<file path="src/verilog/lcdc_defines.svh">
`ifndef LCDC_DEFINES_SVH
`define LCDC_DEFINES_SVH

// ----------------------------------------------------------------------
// Register byte addresses on the host bus
// ----------------------------------------------------------------------
`define LCDC_ADDR_TOTAL_LINE  16'h8004
`define LCDC_ADDR_FRAME_HGT   16'h8005
`define LCDC_ADDR_PITCH_LO    16'h8006
`define LCDC_ADDR_PITCH_HI    16'h8007
`define LCDC_ADDR_STANDBY     16'h8008
`define LCDC_ADDR_DISP_ON     16'h8009
`define LCDC_ADDR_ATTR        16'h800a

// ----------------------------------------------------------------------
// Reset values
// ----------------------------------------------------------------------
`define LCDC_RST_REG8         8'h00
`define LCDC_RST_STANDBY      1'b1
`define LCDC_RST_DISP_EN      1'b0

// ----------------------------------------------------------------------
// Field positions
// ----------------------------------------------------------------------
`define LCDC_BIT_STANDBY      0
`define LCDC_BIT_DISP_EN      0
`define LCDC_ATTR_L3_HI       7
`define LCDC_ATTR_L3_LO       6
`define LCDC_ATTR_L2_HI       5
`define LCDC_ATTR_L2_LO       4
`define LCDC_ATTR_L1_HI       3
`define LCDC_ATTR_L1_LO       2
`define LCDC_ATTR_CUR_HI      1
`define LCDC_ATTR_CUR_LO      0

// ----------------------------------------------------------------------
// Indirect commands
// ----------------------------------------------------------------------
`define LCDC_CMD_POWER_SAVE   8'h01
`define LCDC_CMD_DISP_SWITCH  8'h02

// ----------------------------------------------------------------------
// Wake-up write counts
// ----------------------------------------------------------------------
`define LCDC_WAKE_WR_DIRECT   2'h1
`define LCDC_WAKE_WR_INDIRECT 2'h2

// ----------------------------------------------------------------------
// Flash timing, in frames of the free-running counter
// ----------------------------------------------------------------------
`define LCDC_FLASH_L_FAST_ON  6'h02
`define LCDC_FLASH_L_SLOW_ON  6'h10
`define LCDC_FLASH_C_SLOW_ON  6'h16
`define LCDC_FLASH_C_FAST_ON  6'h2d
`define LCDC_FLASH_MASK_4     6'h03
`define LCDC_FLASH_MASK_32    6'h1f
`define LCDC_FLASH_MASK_64    6'h3f

`endif

</file>
<file path="src/verilog/lcdc_pkg.sv">
package lcdc_pkg;

  // Power state of the controller, one-hot
  typedef enum logic [2:0] {
    LCDC_PS_SLEEP  = 3'b001,
    LCDC_PS_WAKING = 3'b010,
    LCDC_PS_AWAKE  = 3'b100
  } lcdc_pwr_t;

  // Four-state screen attribute
  typedef enum logic [1:0] {
    LCDC_ATTR_BLANK  = 2'b00,
    LCDC_ATTR_STEADY = 2'b01,
    LCDC_ATTR_SLOW   = 2'b10,
    LCDC_ATTR_FAST   = 2'b11
  } lcdc_attr_t;

endpackage

</file>
<file path="src/verilog/lcdc_attr_gate.sv">
`timescale 1ns/10ps
module lcdc_attr_gate (
  // Controls
  input  wire logic       enable,
  input  wire logic [1:0] attr,
  // Flash phases
  input  wire logic       slow_on,
  input  wire logic       fast_on,
  // Result
  output logic            visible
);

  always_comb begin
    visible = 1'b0;
    if (enable) begin
      unique case (lcdc_pkg::lcdc_attr_t'(attr))
        lcdc_pkg::LCDC_ATTR_BLANK:  visible = 1'b0;
        lcdc_pkg::LCDC_ATTR_STEADY: visible = 1'b1;
        lcdc_pkg::LCDC_ATTR_SLOW:   visible = slow_on;
        lcdc_pkg::LCDC_ATTR_FAST:   visible = fast_on;
      endcase
    end
  end

endmodule

</file>
<file path="src/verilog/lcdc_regs.sv">
`timescale 1ns/10ps
`include "lcdc_defines.svh"
module lcdc_regs #(
  parameter int ADDR_W = 16,
  parameter int DATA_W = 8
) (
  // Clock and reset
  input  wire logic              sys_clk,
  input  wire logic              sys_rst,
  // Direct host bus
  input  wire logic [ADDR_W-1:0] bus_addr,
  input  wire logic              bus_wr,
  input  wire logic              bus_rd,
  input  wire logic [DATA_W-1:0] bus_wdata,
  output logic      [DATA_W-1:0] bus_rdata,
  // Indirect command path
  input  wire logic              indirect_mode,
  input  wire logic              cmd_wr,
  input  wire logic [DATA_W-1:0] cmd_code,
  input  wire logic              param_wr,
  input  wire logic [DATA_W-1:0] param_data,
  // Core status
  input  wire logic              dual_panel,
  input  wire logic              frame_tick,
  // Configuration out
  output logic      [7:0]        total_line_bytes,
  output logic      [7:0]        frame_height,
  output logic      [15:0]       virtual_line_pitch,
  output logic                   standby,
  output logic                   osc_run,
  output logic                   display_on,
  output logic      [7:0]        layer_cursor_attributes,
  // Visibility out
  output logic                   layer_one_vis,
  output logic                   layer_two_vis,
  output logic                   layer_three_vis,
  output logic                   layer_four_vis,
  output logic                   cursor_vis
);

  // --------------------------------------------------------------------
  // Parameter checks
  // --------------------------------------------------------------------
  if (ADDR_W != 16) begin : g_bad_addr
    $error("lcdc_regs needs a 16-bit address");
  end
  if (DATA_W != 8) begin : g_bad_data
    $error("lcdc_regs needs an 8-bit data bus");
  end

  // --------------------------------------------------------------------
  // Decode
  // --------------------------------------------------------------------
  logic                 wr_total;
  logic                 wr_frame;
  logic                 wr_pitch_lo;
  logic                 wr_pitch_hi;
  logic                 wr_standby;
  logic                 wr_disp;
  logic                 wr_attr;
  logic                 cmd_ps;
  logic                 cmd_disp;
  logic                 any_wr;
  logic                 set_ps;
  logic                 clr_ps;
  logic                 attr_armed;
  logic                 param_load;
  logic [1:0]           wake_left;
  lcdc_pkg::lcdc_pwr_t  pwr_state;
  lcdc_pkg::lcdc_pwr_t  next_pwr_state;
  logic [5:0]           frame_cnt;

  assign wr_total    = bus_wr && (bus_addr == `LCDC_ADDR_TOTAL_LINE);
  assign wr_frame    = bus_wr && (bus_addr == `LCDC_ADDR_FRAME_HGT);
  assign wr_pitch_lo = bus_wr && (bus_addr == `LCDC_ADDR_PITCH_LO);
  assign wr_pitch_hi = bus_wr && (bus_addr == `LCDC_ADDR_PITCH_HI);
  assign wr_standby  = bus_wr && (bus_addr == `LCDC_ADDR_STANDBY);
  assign wr_disp     = bus_wr && (bus_addr == `LCDC_ADDR_DISP_ON);
  assign wr_attr     = bus_wr && (bus_addr == `LCDC_ADDR_ATTR);
  // Commands only mean something with indirect addressing selected
  assign cmd_ps      = indirect_mode && cmd_wr &&
                       (cmd_code == `LCDC_CMD_POWER_SAVE);
  assign cmd_disp    = indirect_mode && cmd_wr &&
                       (cmd_code == `LCDC_CMD_DISP_SWITCH);
  assign param_load  = indirect_mode && param_wr && attr_armed;
  assign any_wr      = bus_wr || (indirect_mode && (cmd_wr || param_wr));
  // Standby entry by bit or by command, the command is indirect only
  assign set_ps = (wr_standby && bus_wdata[`LCDC_BIT_STANDBY]) ||
                  cmd_ps;
  assign clr_ps = wr_standby && !bus_wdata[`LCDC_BIT_STANDBY] && !cmd_ps;

  // --------------------------------------------------------------------
  // Plain configuration registers
  // --------------------------------------------------------------------
  always_ff @(posedge sys_clk) begin
    if (sys_rst) begin
      total_line_bytes <= `LCDC_RST_REG8;
    end else if (wr_total) begin
      total_line_bytes <= bus_wdata;
    end
  end

  always_ff @(posedge sys_clk) begin
    if (sys_rst) begin
      frame_height <= `LCDC_RST_REG8;
    end else if (wr_frame) begin
      frame_height <= bus_wdata;
    end
  end

  // No clamp at 7fff: the host keeps the pitch in range
  always_ff @(posedge sys_clk) begin
    if (sys_rst) begin
      virtual_line_pitch <= {`LCDC_RST_REG8, `LCDC_RST_REG8};
    end else begin
      if (wr_pitch_lo) begin
        virtual_line_pitch[7:0] <= bus_wdata;
      end
      if (wr_pitch_hi) begin
        virtual_line_pitch[15:8] <= bus_wdata;
      end
    end
  end

  // --------------------------------------------------------------------
  // Attributes, from the bus or the display switch parameter
  // --------------------------------------------------------------------
  always_ff @(posedge sys_clk) begin
    if (sys_rst) begin
      attr_armed <= 1'b0;
    end else if (cmd_wr) begin
      attr_armed <= cmd_disp;
    end else if (param_load) begin
      attr_armed <= 1'b0;
    end
  end

  always_ff @(posedge sys_clk) begin
    if (sys_rst) begin
      layer_cursor_attributes <= `LCDC_RST_REG8;
    end else if (param_load) begin
      layer_cursor_attributes <= param_data;
    end else if (wr_attr) begin
      layer_cursor_attributes <= bus_wdata;
    end
  end

  // --------------------------------------------------------------------
  // Power save and display enable
  // --------------------------------------------------------------------
  always_ff @(posedge sys_clk) begin
    if (sys_rst) begin
      standby <= `LCDC_RST_STANDBY;
    end else if (set_ps) begin
      standby <= 1'b1;
    end else if (clr_ps) begin
      standby <= 1'b0;
    end
  end

  // Power save wins over a display write in the same cycle
  always_ff @(posedge sys_clk) begin
    if (sys_rst) begin
      display_on <= `LCDC_RST_DISP_EN;
    end else if (set_ps) begin
      display_on <= 1'b0;
    end else if (wr_disp) begin
      display_on <= bus_wdata[`LCDC_BIT_DISP_EN];
    end
  end

  always_comb begin
    next_pwr_state = pwr_state;
    unique case (pwr_state)
      lcdc_pkg::LCDC_PS_SLEEP: begin
        if (clr_ps) begin
          next_pwr_state = lcdc_pkg::LCDC_PS_WAKING;
        end
      end
      lcdc_pkg::LCDC_PS_WAKING: begin
        if (set_ps) begin
          next_pwr_state = lcdc_pkg::LCDC_PS_SLEEP;
        end else if (any_wr && (wake_left == 2'h1)) begin
          next_pwr_state = lcdc_pkg::LCDC_PS_AWAKE;
        end
      end
      lcdc_pkg::LCDC_PS_AWAKE: begin
        if (set_ps) begin
          next_pwr_state = lcdc_pkg::LCDC_PS_SLEEP;
        end
      end
      default: next_pwr_state = lcdc_pkg::LCDC_PS_SLEEP;
    endcase
  end

  always_ff @(posedge sys_clk) begin
    if (sys_rst) begin
      pwr_state <= lcdc_pkg::LCDC_PS_SLEEP;
    end else begin
      pwr_state <= next_pwr_state;
    end
  end

  // The write that clears the bit does not count as a dummy write
  always_ff @(posedge sys_clk) begin
    if (sys_rst) begin
      wake_left <= `LCDC_WAKE_WR_DIRECT;
    end else if (pwr_state == lcdc_pkg::LCDC_PS_SLEEP) begin
      wake_left <= indirect_mode ? `LCDC_WAKE_WR_INDIRECT
                                 : `LCDC_WAKE_WR_DIRECT;
    end else if (any_wr && (wake_left != 2'h0)) begin
      wake_left <= wake_left - 2'h1;
    end
  end

  always_ff @(posedge sys_clk) begin
    if (sys_rst) begin
      osc_run <= 1'b0;
    end else begin
      osc_run <= (next_pwr_state == lcdc_pkg::LCDC_PS_AWAKE);
    end
  end

  // --------------------------------------------------------------------
  // Frame counter and flash phases
  // --------------------------------------------------------------------
  // One counter feeds every rate so all flashes stay in step
  always_ff @(posedge sys_clk) begin
    if (sys_rst) begin
      frame_cnt <= 6'h00;
    end else if (frame_tick && osc_run) begin
      frame_cnt <= frame_cnt + 6'h01;
    end
  end

  logic l_fast_on;
  logic l_slow_on;
  logic c_slow_on;
  logic c_fast_on;
  logic vis_en;
  logic g_l1;
  logic g_l2;
  logic g_l3;
  logic g_cur;

  // Layers flash at half duty, the cursor at seventy percent
  assign l_fast_on = (frame_cnt & `LCDC_FLASH_MASK_4) <
                     `LCDC_FLASH_L_FAST_ON;
  assign l_slow_on = (frame_cnt & `LCDC_FLASH_MASK_32) <
                     `LCDC_FLASH_L_SLOW_ON;
  assign c_slow_on = (frame_cnt & `LCDC_FLASH_MASK_32) <
                     `LCDC_FLASH_C_SLOW_ON;
  assign c_fast_on = (frame_cnt & `LCDC_FLASH_MASK_64) <
                     `LCDC_FLASH_C_FAST_ON;
  // Master enable overrides every attribute
  assign vis_en = display_on && osc_run;

  lcdc_attr_gate u_gate_l1 (
    .enable  (vis_en),
    .attr    (layer_cursor_attributes[`LCDC_ATTR_L1_HI:`LCDC_ATTR_L1_LO]),
    .slow_on (l_slow_on),
    .fast_on (l_fast_on),
    .visible (g_l1)
  );

  lcdc_attr_gate u_gate_l2 (
    .enable  (vis_en),
    .attr    (layer_cursor_attributes[`LCDC_ATTR_L2_HI:`LCDC_ATTR_L2_LO]),
    .slow_on (l_slow_on),
    .fast_on (l_fast_on),
    .visible (g_l2)
  );

  lcdc_attr_gate u_gate_l3 (
    .enable  (vis_en),
    .attr    (layer_cursor_attributes[`LCDC_ATTR_L3_HI:`LCDC_ATTR_L3_LO]),
    .slow_on (l_slow_on),
    .fast_on (l_fast_on),
    .visible (g_l3)
  );

  lcdc_attr_gate u_gate_cur (
    .enable  (vis_en),
    .attr    (layer_cursor_attributes[`LCDC_ATTR_CUR_HI:`LCDC_ATTR_CUR_LO]),
    .slow_on (c_slow_on),
    .fast_on (c_fast_on),
    .visible (g_cur)
  );

  always_ff @(posedge sys_clk) begin
    if (sys_rst) begin
      layer_one_vis   <= 1'b0;
      layer_two_vis   <= 1'b0;
      layer_three_vis <= 1'b0;
      layer_four_vis  <= 1'b0;
      cursor_vis      <= 1'b0;
    end else begin
      layer_one_vis   <= g_l1;
      layer_two_vis   <= g_l2;
      layer_three_vis <= g_l3;
      layer_four_vis  <= dual_panel && g_l2;
      cursor_vis      <= g_cur;
    end
  end

  // --------------------------------------------------------------------
  // Read back
  // --------------------------------------------------------------------
  always_ff @(posedge sys_clk) begin
    if (sys_rst) begin
      bus_rdata <= 8'h00;
    end else if (bus_rd) begin
      unique case (bus_addr)
        `LCDC_ADDR_TOTAL_LINE: bus_rdata <= total_line_bytes;
        `LCDC_ADDR_FRAME_HGT:  bus_rdata <= frame_height;
        `LCDC_ADDR_PITCH_LO:   bus_rdata <= virtual_line_pitch[7:0];
        `LCDC_ADDR_PITCH_HI:   bus_rdata <= virtual_line_pitch[15:8];
        `LCDC_ADDR_STANDBY:    bus_rdata <= {7'h00, standby};
        `LCDC_ADDR_DISP_ON:    bus_rdata <= {7'h00, display_on};
        `LCDC_ADDR_ATTR:       bus_rdata <= layer_cursor_attributes;
        default:               bus_rdata <= 8'h00;
      endcase
    end
  end
endmodule

</file>
<file path="config.mk">
export PLATFORM = sky130hd
export DESIGN_NAME = lcdc_regs
export DESIGN_NICKNAME = d
export VERILOG_FILES = /design/src/verilog/lcdc_pkg.sv /design/src/verilog/lcdc_attr_gate.sv /design/src/verilog/lcdc_regs.sv
export VERILOG_INCLUDE_DIRS = /design/src /design/src/verilog
export SDC_FILE = /design/constraint.sdc
export NUM_CORES = 1
export LEC_CHECK = 0
export ABC_CLOCK_PERIOD_IN_PS = 2300
export BUFFER_PORTS_ARGS = -buffer_cell sky130_fd_sc_hd__buf_4
export CAP_MARGIN = 30
export CORE_UTILIZATION = 55
export CTS_BUF_LIST = sky130_fd_sc_hd__clkbuf_4 sky130_fd_sc_hd__clkbuf_8 sky130_fd_sc_hd__clkbuf_16
export DETAILED_ROUTE_END_ITERATION = 8
export HOLD_SLACK_MARGIN = 0.15
export PLACE_DENSITY = 0.93
export SYNTH_ARGS = -nofsm -noshare
export SYNTH_HDL_FRONTEND = slang
export SYNTH_SLANG_ARGS = --single-unit
export TNS_END_PERCENT = 10
</file>
<file path="constraint.sdc">
create_clock -name sys_clk -period 2.3 [get_ports sys_clk]
set_clock_uncertainty 0.05 [all_clocks]
set_input_delay 0.115 -clock sys_clk [delete_from_list [all_inputs] [get_ports sys_clk]]
set_output_delay 0.115 -clock sys_clk [all_outputs]
set_load 0.01 [all_outputs]
</file>
==> impl_metrics.tcl, run 1 <==
set metrics [dict create \
    vias_per_cell 5.85 \
    grt_util_all_layers_pct 31.7 \
    crit_family "buffers and inverters" \
    crit_slowest_cell "dlygate4sd3_1" \
    cpMostUsedCell "dlygate4sd3_1" \
    antenna_found_initial 0 \
    grt_pass1_wl_mm 15.1 \
    wl_met2_mm 4.57 \
    overflow 0 \
    synthesis.nets 392 \
    period_needed_ns 2.14 \
    yosys_warnings 0 \
    p_leak_nw 1.88 \
    start_kind "input pin" \
    ir_drop_mv 0.359 \
    yosysSeqAreaShare_pct 41.8 \
    async_flop_share_pct 0 \
    place_worst_setup_slack_ns 0.272 \
    die_h_um 78.9 \
    power_mw 2.36 \
    synth-seq-cells 68 \
    worstSetupPathType "input pin to flop" \
    die_area_um2 6230 \
    drive_above_1_share_pct 29.0 \
    dieWidth_um 78.9 \
    fin_hold_ws_ns 0.177 \
    fin_ws_ns 0.161 \
    finalNonFillerCells 545 \
    grt_max_degree 54 \
    fin_crit_sh_pct 93.0 \
    synthDistinctLibCells 56 \
    post_cts_buffers 0 \
    slowest_delay_ns 0.57 \
    cp_num_buf_inv 3 \
    initial_core_util_pct 58.0 \
    nets 521 \
    h-tree-depth 3 \
    layout_common_cells "buf_4 (105), dfxtp_1 (68), nor2_1 (53)" \
    syn_area_um2 3250 \
    synth_top_area_share_pct 41.8 \
    relSlewSlack_pct 59.0 \
    grt_pass1_vias 3120 \
    syn-instance-count 339 \
    crit_chain "buf_4 -> or4_1 -> nor4_2 -> nand3b_1 -> dlygate4sd3_1 -> a21oi_1 -> dlygate4sd3_1" \
    maxSlewViolCount 0 \
    cap_violations 0 \
    drt_iter0_markers 275 \
    rsz0062_at_grt "no" \
    dp.cells 502 \
    design_area_um2 4490 \
    cp_max_fo 2 \
    worstMarginPinSlew_ns 0.613 \
    cts_sinks 68 \
    io_pins 105 \
    routed.top_layer "met4" \
    drc 0 \
    final_common_cell "buf_4" \
    final.setup.tns_ns 0 \
    place_congestion 0.891 \
    m1WireLength_mm 3.82 \
    firstDrtPassIters 5 \
    wl_met3_um 645 \
    synth_edf_count 0 \
    hold_viol_final 0 \
    num_antenna_cells 0 \
    numPortBuffers 104 \
    clock.fmax_mhz 467 \
    powerDensity_nw_per_um2 526 \
    post_drt_wl_per_cell_um 17.2 \
    fill_cells 343 \
    ant_nets 0 \
    hp-class "input pin to flop" \
    cts.path.max_buffers 2 \
    num_vias 3189 \
    crit_required_ns 2.54 \
    status "complete, no violations" \
    area_growth_pct 38.1 \
    ys.flop_type "dfxtp_1" \
    cts-root-buf "clkbuf_8" \
    dp_hpwl_mm 6.37 \
    placed_area_um2 4020 \
    cts_buffers 9 \
    yosys.area.top_type "dfxtp_1" \
    cts_tree "yes" \
    setup_viol 0 \
    crit_arrival_ns 2.38 \
    path_clk_slew_ns 0.07 \
    routed_wl_mm 9.39 \
    clk-insertion-delay-late_ns 0.34 \
    cp-end-kind "flop" \
    synth_top_cells_by_area "dfxtp_1 (42%), mux2i_1 (14%), nor2_1 (6.1%), nand2_1 (3.3%), nor4_4 (2.6%)" \
    avgSynthCellArea_um2 9.60 \
    coreArea_um2 5610 \
    rows 27 \
    final_core_util_pct 80.1 \
]
-- Yosys cell counts, types with 2 or more instances --
library cell / count
ha_1: 4
dfxtp_1: 68
nor2b_1: 2
nand3b_1: 3
nand2_1: 29
nand4_1: 3
a22oi_1: 4
inv_1: 8
nor2_4: 2
o21ai_1: 8
and3_1: 2
nor2_1: 53
nand3_1: 4
a221oi_1: 7
o21ai_0: 7
mux2i_1: 45
a211oi_2: 2
a21o_1: 2
o2bb2ai_1: 7
o2111ai_1: 2
nor3b_1: 3
a211oi_1: 9
a22o_1: 2
clkbuf_8: 2
nor3_1: 3
clkbuf_1: 6
nand2b_1: 3
and2_1: 3
buf_6: 3
a21oi_1: 10
xor2_1: 2
xnor2_1: 4
nor4_4: 4
-- worst reg2reg max path, cell delays in order (launching register included) --
cell,delay [ns]
dfxtp_1,0.33
nand3_1,0.43
a21bo_4,0.47
nor2_1,0.09
a211oi_1,0.22
-- final timing paths --
path / depth (start not counted) / to / from / slack (ns)
setup reg to reg: 4 / layer_cursor_attributes[4]$_SDFFE_PP0P_ / attr_armed$_SDFFE_PP0P_ / 0.62
hold reg to reg: 2 / bus_rdata[7]$_SDFFE_PP0P_ / bus_rdata[7]$_SDFFE_PP0P_ / 0.40
setup / recovery: 7 / attr_armed$_SDFFE_PP0P_ / cmd_code[5] / 0.16
hold / removal: 2 / frame_cnt[0]$_SDFFE_PP0P_ / sys_rst / 0.18
-- timing repair --
action / in CTS / in global routing
resized for setup: 0 / 1
hold buffers: 27 / 0
endpoints found under the hold margin: 55 / 0
setup endpoints to repair: 0 / 1
-- metal layers --
metal / track usage, % / vias to the layer above
li1: - / 1487
met2: 54.3 / 168
met3: 5.63 / 27
met5: 0 / -
met4: 19.6 / 0
met1: 36.6 / 1507
-- cell type report --
cell class | count | area, µm² | area share [%]
multi-input cells | 249 | 1760 | 39.1
flip-flops and latches | 68 | 1360 | 30.3
repair buffers | 132 | 1060 | 23.6
clock buffers | 10 | 131 | 2.92
well taps | 72 | 90.1 | 2.00
clock inverters | 6 | 65.1 | 1.45
inverters | 8 | 30.0 | 0.668
-- sequential cells by signal (all words and copies together), names as in the netlist --
signal / flops
attr_armed: 1
layer_one_vis: 1
virtual_line_pitch: 16
bus_rdata: 8
layer_two_vis: 1
pwr_state: 3
cursor_vis: 1
standby: 1
layer_four_vis: 1
layer_cursor_attributes: 8
layer_three_vis: 1
total_line_bytes: 8
frame_cnt: 6
frame_height: 8
osc_run: 1
display_on: 1
wake_left: 2
-- cell families (layout without fill, tap and decap cells) --
group	Yosys count	after routing	share of synthesized area (%)
and+or+nand+nor	127	127	21.8
DFF	68	68	41.8
AOI/OAI and AO/OA	66	66	14.7
muxes	46	46	14.2
buffers and inverters	22	156	4.34
xor gates and xnor gates	6	6	1.61
adders and majority gates	4	4	1.54
-- report_power, final --
part	leakage, nW	total (mW)	switching (mW)	internal [mW]
combinational	1.23	0.202	0.0973	0.105
sequential	0.548	1.18	0.000960	1.18
clock	0.0996	0.980	0.468	0.512
total	1.88	2.36	0.566	1.80
(Power assumes the default switching activity.)
==> run 2, diff against run 1 <==
Settings changed: RECOVER_POWER set to 25.
==> run 2 against run 1 <==
  * Maximum frequency is essentially flat
  * Via count increased by 0.16%
  * Worst setup slack better by 0.0017 ns
  * Largest power group unchanged
  * Power barely moved
  * Critical endpoint unchanged
  * Clock power hardly changed
  * Worst hold slack improved by 0.0018 ns
  * Register-to-register slack barely moved
  * Sequential cell count unchanged
  * Utilization is 1.9 points lower
  * Largest cell class unchanged
  * Routed wire length grew 0.46%
  * Sequential share of layout area grew 0.75 points
  * Combinational power barely moved
==> impl_metrics.tcl, run 2 (synthesis results as in run 1) <==
set metrics [dict create \
    drive_above_1_share_pct 22.8 \
    antenna_found_initial 0 \
    worstSetupPathType "input pin to flop" \
    num_vias 3194 \
    vias_per_cell 5.86 \
    ir_drop_mv 0.360 \
    dp_hpwl_mm 6.37 \
    grt_max_degree 54 \
    overflow 0 \
    post_drt_wl_per_cell_um 17.3 \
    nets 521 \
    powerDensity_nw_per_um2 539 \
    die_area_um2 6230 \
    largest_reg_flops 16 \
    setup_viol 0 \
    multi_input_area_um2 1760 \
    cts_buffers 9 \
    layout_common_cells "buf_4 (76), dfxtp_1 (68), nor2_1 (53)" \
    start_kind "input pin" \
    ant_nets 0 \
    drt_iter0_markers 272 \
    placed_area_um2 4020 \
    die_h_um 78.9 \
    cts-root-buf "clkbuf_8" \
    cpMostUsedCell "dlygate4sd3_1" \
    firstDrtPassIters 5 \
    drc 0 \
    crit_chain "buf_4 -> or4_1 -> nor4_2 -> nand3b_1 -> dlygate4sd3_1 -> a21oi_1 -> dlygate4sd3_1" \
    dieWidth_um 78.9 \
    cts_tree "yes" \
    num_antenna_cells 0 \
    regArea_um2 1360 \
    fill_cells 368 \
    status "complete, no violations" \
    crit_arrival_ns 2.37 \
    holdCritStartpoint "sys_rst" \
    rsz0062_at_grt "no" \
    cap_violations 0 \
    final.setup.tns_ns 0 \
    final_common_cell "buf_4" \
    reg2reg_from "attr_armed$_SDFFE_PP0P_" \
    maxSlewViolCount 0 \
    clock.fmax_mhz 468 \
    relSlewSlack_pct 59.2 \
    grt_util_all_layers_pct 31.7 \
    numPortBuffers 104 \
    cts_sinks 68 \
    routed_wl_mm 9.43 \
    rrSetupSlack_ns 0.62 \
    path_clk_slew_ns 0.07 \
    startpoint "cmd_code[5]" \
    crit_required_ns 2.54 \
    p_leak_nw 1.76 \
    clk-insertion-delay-late_ns 0.34 \
    slowest_delay_ns 0.57 \
    fin_crit_sh_pct 92.9 \
    worstMarginPinSlew_ns 0.611 \
    grt_pass1_vias 3120 \
    area_growth_pct 34.8 \
    cp-end-kind "flop" \
    grt_pass1_wl_mm 15.1 \
    io_pins 105 \
    cp_max_fo 2 \
    hp-class "input pin to flop" \
    period_needed_ns 2.14 \
    hold_viol_final 0 \
    top_register "virtual_line_pitch" \
    cts.path.max_buffers 2 \
    design_area_um2 4390 \
    place_congestion 0.891 \
    crit_slowest_cell "dlygate4sd3_1" \
    initial_core_util_pct 58.0 \
    rows 27 \
    h-tree-depth 3 \
    coreArea_um2 5610 \
]
run 2: layout make-up:
cell class	count	area share (%)
multi-input cells	249	40.1
clock inverters	6	1.48
clock buffers	10	3.00
flip-flops and latches	68	31.0
repair buffers	132	21.7
well taps	72	2.05
inverters	8	0.685
run 2: critical path: cells and delay by family:
family                 cells  cell delay [ns]
AO/OA/AOI/OAI              1             0.14
buffers and inverters      3             1.23
AND/OR/NAND/NOR            3             0.90
run 2: path summary, 6_finish.rpt:
check / endpoint / depth (start not counted)
max: attr_armed$_SDFFE_PP0P_ / 7
min: frame_cnt[0]$_SDFFE_PP0P_ / 2
max reg2reg: layer_cursor_attributes[4]$_SDFFE_PP0P_ / 4
min reg2reg: bus_rdata[7]$_SDFFE_PP0P_ / 2
run 2: metal layers:
metal  routed length (µm)  global-route usage, %  vias to the layer above
met1                 3870                   36.6                     1527
met2                 4570                   54.3                      155
met5                    0                      0                        -
met4                  349                   19.6                        0
li1                     -                      -                     1485
met3                  636                   5.63                       27
run 2: repair_timing:
action | CTS | global route
hold buffers | 27 | 0
buffers inserted | 0 | 0
resized for setup | 0 | 1
endpoints found under the setup margin | 0 | 1
hold endpoints to repair | 55 | 0
run 2: per-stage QoR:
stage	utilization [%]	total power, mW	hold WS (ns)	instances	worst slack, ns
final	78.2	2.36	0.179	545	0.163
after global routing	78.2	2.43	0.191	545	0.0431
after CTS	80.0	2.35	0.171	545	0.134
after detailed placement	71.7	1.37	0.275	502	0.272
after global placement	71.7	1.36	0.279	502	0.442
after floorplan	-	1.28	0.187	339	0.775
run 2: where the power goes:
group          internal [mW]  switching (mW)
sequential              1.18        0.000960
combinational          0.105          0.0973
clock                  0.512           0.468
total                   1.80           0.567
==> run 3, diff against run 2 <==
Settings changed: ABC_CLOCK_PERIOD_IN_PS 2300 to 1800, CORE_UTILIZATION 55 to 45, PLACE_DENSITY 0.93 to 0.82, SYNTH_HIERARCHICAL set to 1.
Clock period 2.3 ns to 1.8 ns, I/O delays scaled along.
==> run 3 against run 2 <==
  * Worst hold slack gained 0.0047 ns
  * Combinational power is 24% higher
  * Worst setup slack got worse by 0.10 ns
  * Largest cell class unchanged
  * Design area up 2.9%
==> impl_metrics.tcl, run 3 <==
set metrics [dict create \
    ant_nets 0 \
    fin_hold_ws_ns 0.184 \
    slowest_delay_ns 0.53 \
    place_congestion 0.862 \
    num_antenna_cells 0 \
    crit_arrival_ns 1.91 \
    design_area_um2 4510 \
    rows 30 \
    initial_core_util_pct 46.4 \
    cp_max_fo 10 \
    rsz0062_at_grt "no" \
    regArea_um2 1360 \
    antenna_found_initial 0 \
    hold_viol_final 0 \
    maxSlewViolCount 0 \
    layout_common_cells "buf_4 (91), dfxtp_1 (68), nand2_1 (66)" \
    cts_tree "yes" \
    routed_wl_mm 9.23 \
    p_leak_nw 1.69 \
    grt_pass1_vias 3110 \
    grt_pass1_wl_mm 14.6 \
    status "complete, no violations" \
    path_clk_slew_ns 0.08 \
    crit_slowest_cell "or4_4" \
    drive_above_1_share_pct 25.5 \
    period_needed_ns 1.74 \
    worstSetupPathType "input pin to flop" \
    dieWidth_um 85.7 \
    die_h_um 85.7 \
    cp-end-kind "flop" \
    cap_violations 0 \
    overflow 0 \
    h-tree-depth 3 \
    nets 562 \
    post_drt_wl_per_cell_um 15.1 \
    synth_common_cells "dfxtp_1 (68), nand2_1 (66), a21oi_1 (35), nor2_1 (25), mux2i_1 (18)" \
    dp.cells 568 \
    cts_buffers 9 \
    combPwrFrac_pct 8.3 \
    fill_cells 564 \
    cts.path.max_buffers 2 \
    synthDistinctLibCells 42 \
    yosysSeqAreaShare_pct 43.2 \
    clock.fmax_mhz 575 \
    setup_viol 0 \
    clk-insertion-delay-late_ns 0.35 \
    p_seq_share_pct 49.6 \
    synthesis.nets 421 \
    vias_per_cell 5.29 \
    fin_ws_ns 0.0612 \
    worstMarginPinSlew_ns 0.610 \
    fin_crit_sh_pct 96.6 \
    placed_area_um2 4160 \
    start_kind "input pin" \
    dp_hpwl_mm 6.66 \
    multi_input_area_um2 1710 \
    num_vias 3227 \
    crit_family "simple AND/OR/NAND/NOR gates" \
    synth-seq-cells 68 \
    switching_share_pct 22.7 \
    place_worst_setup_slack_ns -0.312 \
    crit_chain "buf_4 -> or4_4 -> or3_4 -> or3_1 -> nand2_1 -> a21oi_1" \
    cts_sinks 68 \
    drt_iter0_markers 155 \
    ir_drop_mv 0.445 \
    area_growth_pct 43.1 \
    internal-power_mw 2.35 \
    synth_top_area_share_pct 43.2 \
    largest_reg_flops 16 \
    yosys.area.top_type "dfxtp_1" \
    powerDensity_nw_per_um2 673 \
    die_area_um2 7350 \
    power_mw 3.04 \
    firstDrtPassIters 5 \
    drc 0 \
    async_flop_share_pct 0 \
    syn_area_um2 3150 \
    grt_util_all_layers_pct 25.5 \
    syn-instance-count 368 \
    ys.flop_type "dfxtp_1" \
    yosys_warnings 6 \
    crit_required_ns 1.98 \
    coreArea_um2 6790 \
    switchingPower_mw 0.690 \
    numPortBuffers 104 \
    synth_edf_count 0 \
    grt_max_degree 33 \
    avgSynthCellArea_um2 8.57 \
    final.setup.tns_ns 0 \
    finalNonFillerCells 610 \
    relSlewSlack_pct 59.3 \
    cts-root-buf "clkbuf_8" \
    rrSetupSlack_ns 0.26 \
    yosysMostFrequentCell "dfxtp_1" \
    final_common_cell "buf_4" \
    final_core_util_pct 66.4 \
    hp-class "input pin to flop" \
    clkPwrFrac_pct 42.1 \
    io_pins 105 \
    synth_top_cells_by_area "dfxtp_1 (43%), nand2_1 (7.9%), mux2i_1 (5.7%), a21oi_1 (5.6%), a22oi_1 (3.6%)" \
    top_register "virtual_line_pitch" \
    cp_num_buf_inv 1 \
]
==> run 3: worst register-to-register path: cells and delay by family, from the launching register on <==
kind	cells	cell delay [ns]
and+or+nand+nor	2	0.83
AOI/OAI and AO/OA	1	0.16
DFF	1	0.39
==> run 3: repair_timing <==
item	in CTS	in global routing
setup buffers	0	0
hold endpoints to repair	57	0
gates resized for setup	0	1
endpoints found under the setup margin	0	1
hold buffers	26	0
==> run 3: cells by family after synthesis <==
family | Yosys count | synth area share [%]
AO/OA/AOI/OAI | 93 | 18.3
XOR/XNOR | 5 | 1.39
adder cells (fa/ha/maj) | 4 | 1.59
buffers and inverters | 26 | 3.41
flip-flops | 68 | 43.2
multiplexers | 25 | 8.21
AND/OR/NAND/NOR | 147 | 24.0
==> run 3: area by class of cell <==
class                           instances  share of cell area (%)
Multi-Input combinational cell        274                    37.9
Sequential cell                        68                    30.2
Timing Repair Buffer                  148                    24.2
Clock buffer                           11                    3.35
Tap cell                               96                    2.66
Clock inverter                          5                    1.11
Inverter                                8                   0.665
==> run 3: final timing paths <==
path | start | endpoint | cells past startpoint
worst max-delay path | bus_addr[5] | virtual_line_pitch[6]$_SDFFE_PP0P_ | 6
worst min-delay path | bus_wr | total_line_bytes[1]$_SDFFE_PP0P_ | 4
worst max register to register | pwr_state[0]$_SDFF_PP1_ | pwr_state[0]$_SDFF_PP1_ | 3
worst min register to register | virtual_line_pitch[11]$_SDFFE_PP0P_ | virtual_line_pitch[11]$_SDFFE_PP0P_ | 2
==> run 3: power by group through the flow <==
stage | Combinational [mW] | Sequential [mW] | Clock, mW
final | 0.251 | 1.51 | 1.28
after global routing | 0.269 | 1.51 | 1.37
after CTS | 0.248 | 1.51 | 1.29
after detailed placement | 0.206 | 1.54 | 0
after global placement | 0.200 | 1.54 | 0
after floorplan | 0.0795 | 1.54 | 0
==> run 3: per-layer routing <==
metal	track usage [%]	vias to the layer above	part of all wire, %
met5	0	-	0
met4	9.24	0	1.6
met3	7.31	18	6.1
met2	44.7	121	52
met1	29.5	1511	41
li1	-	1577	-
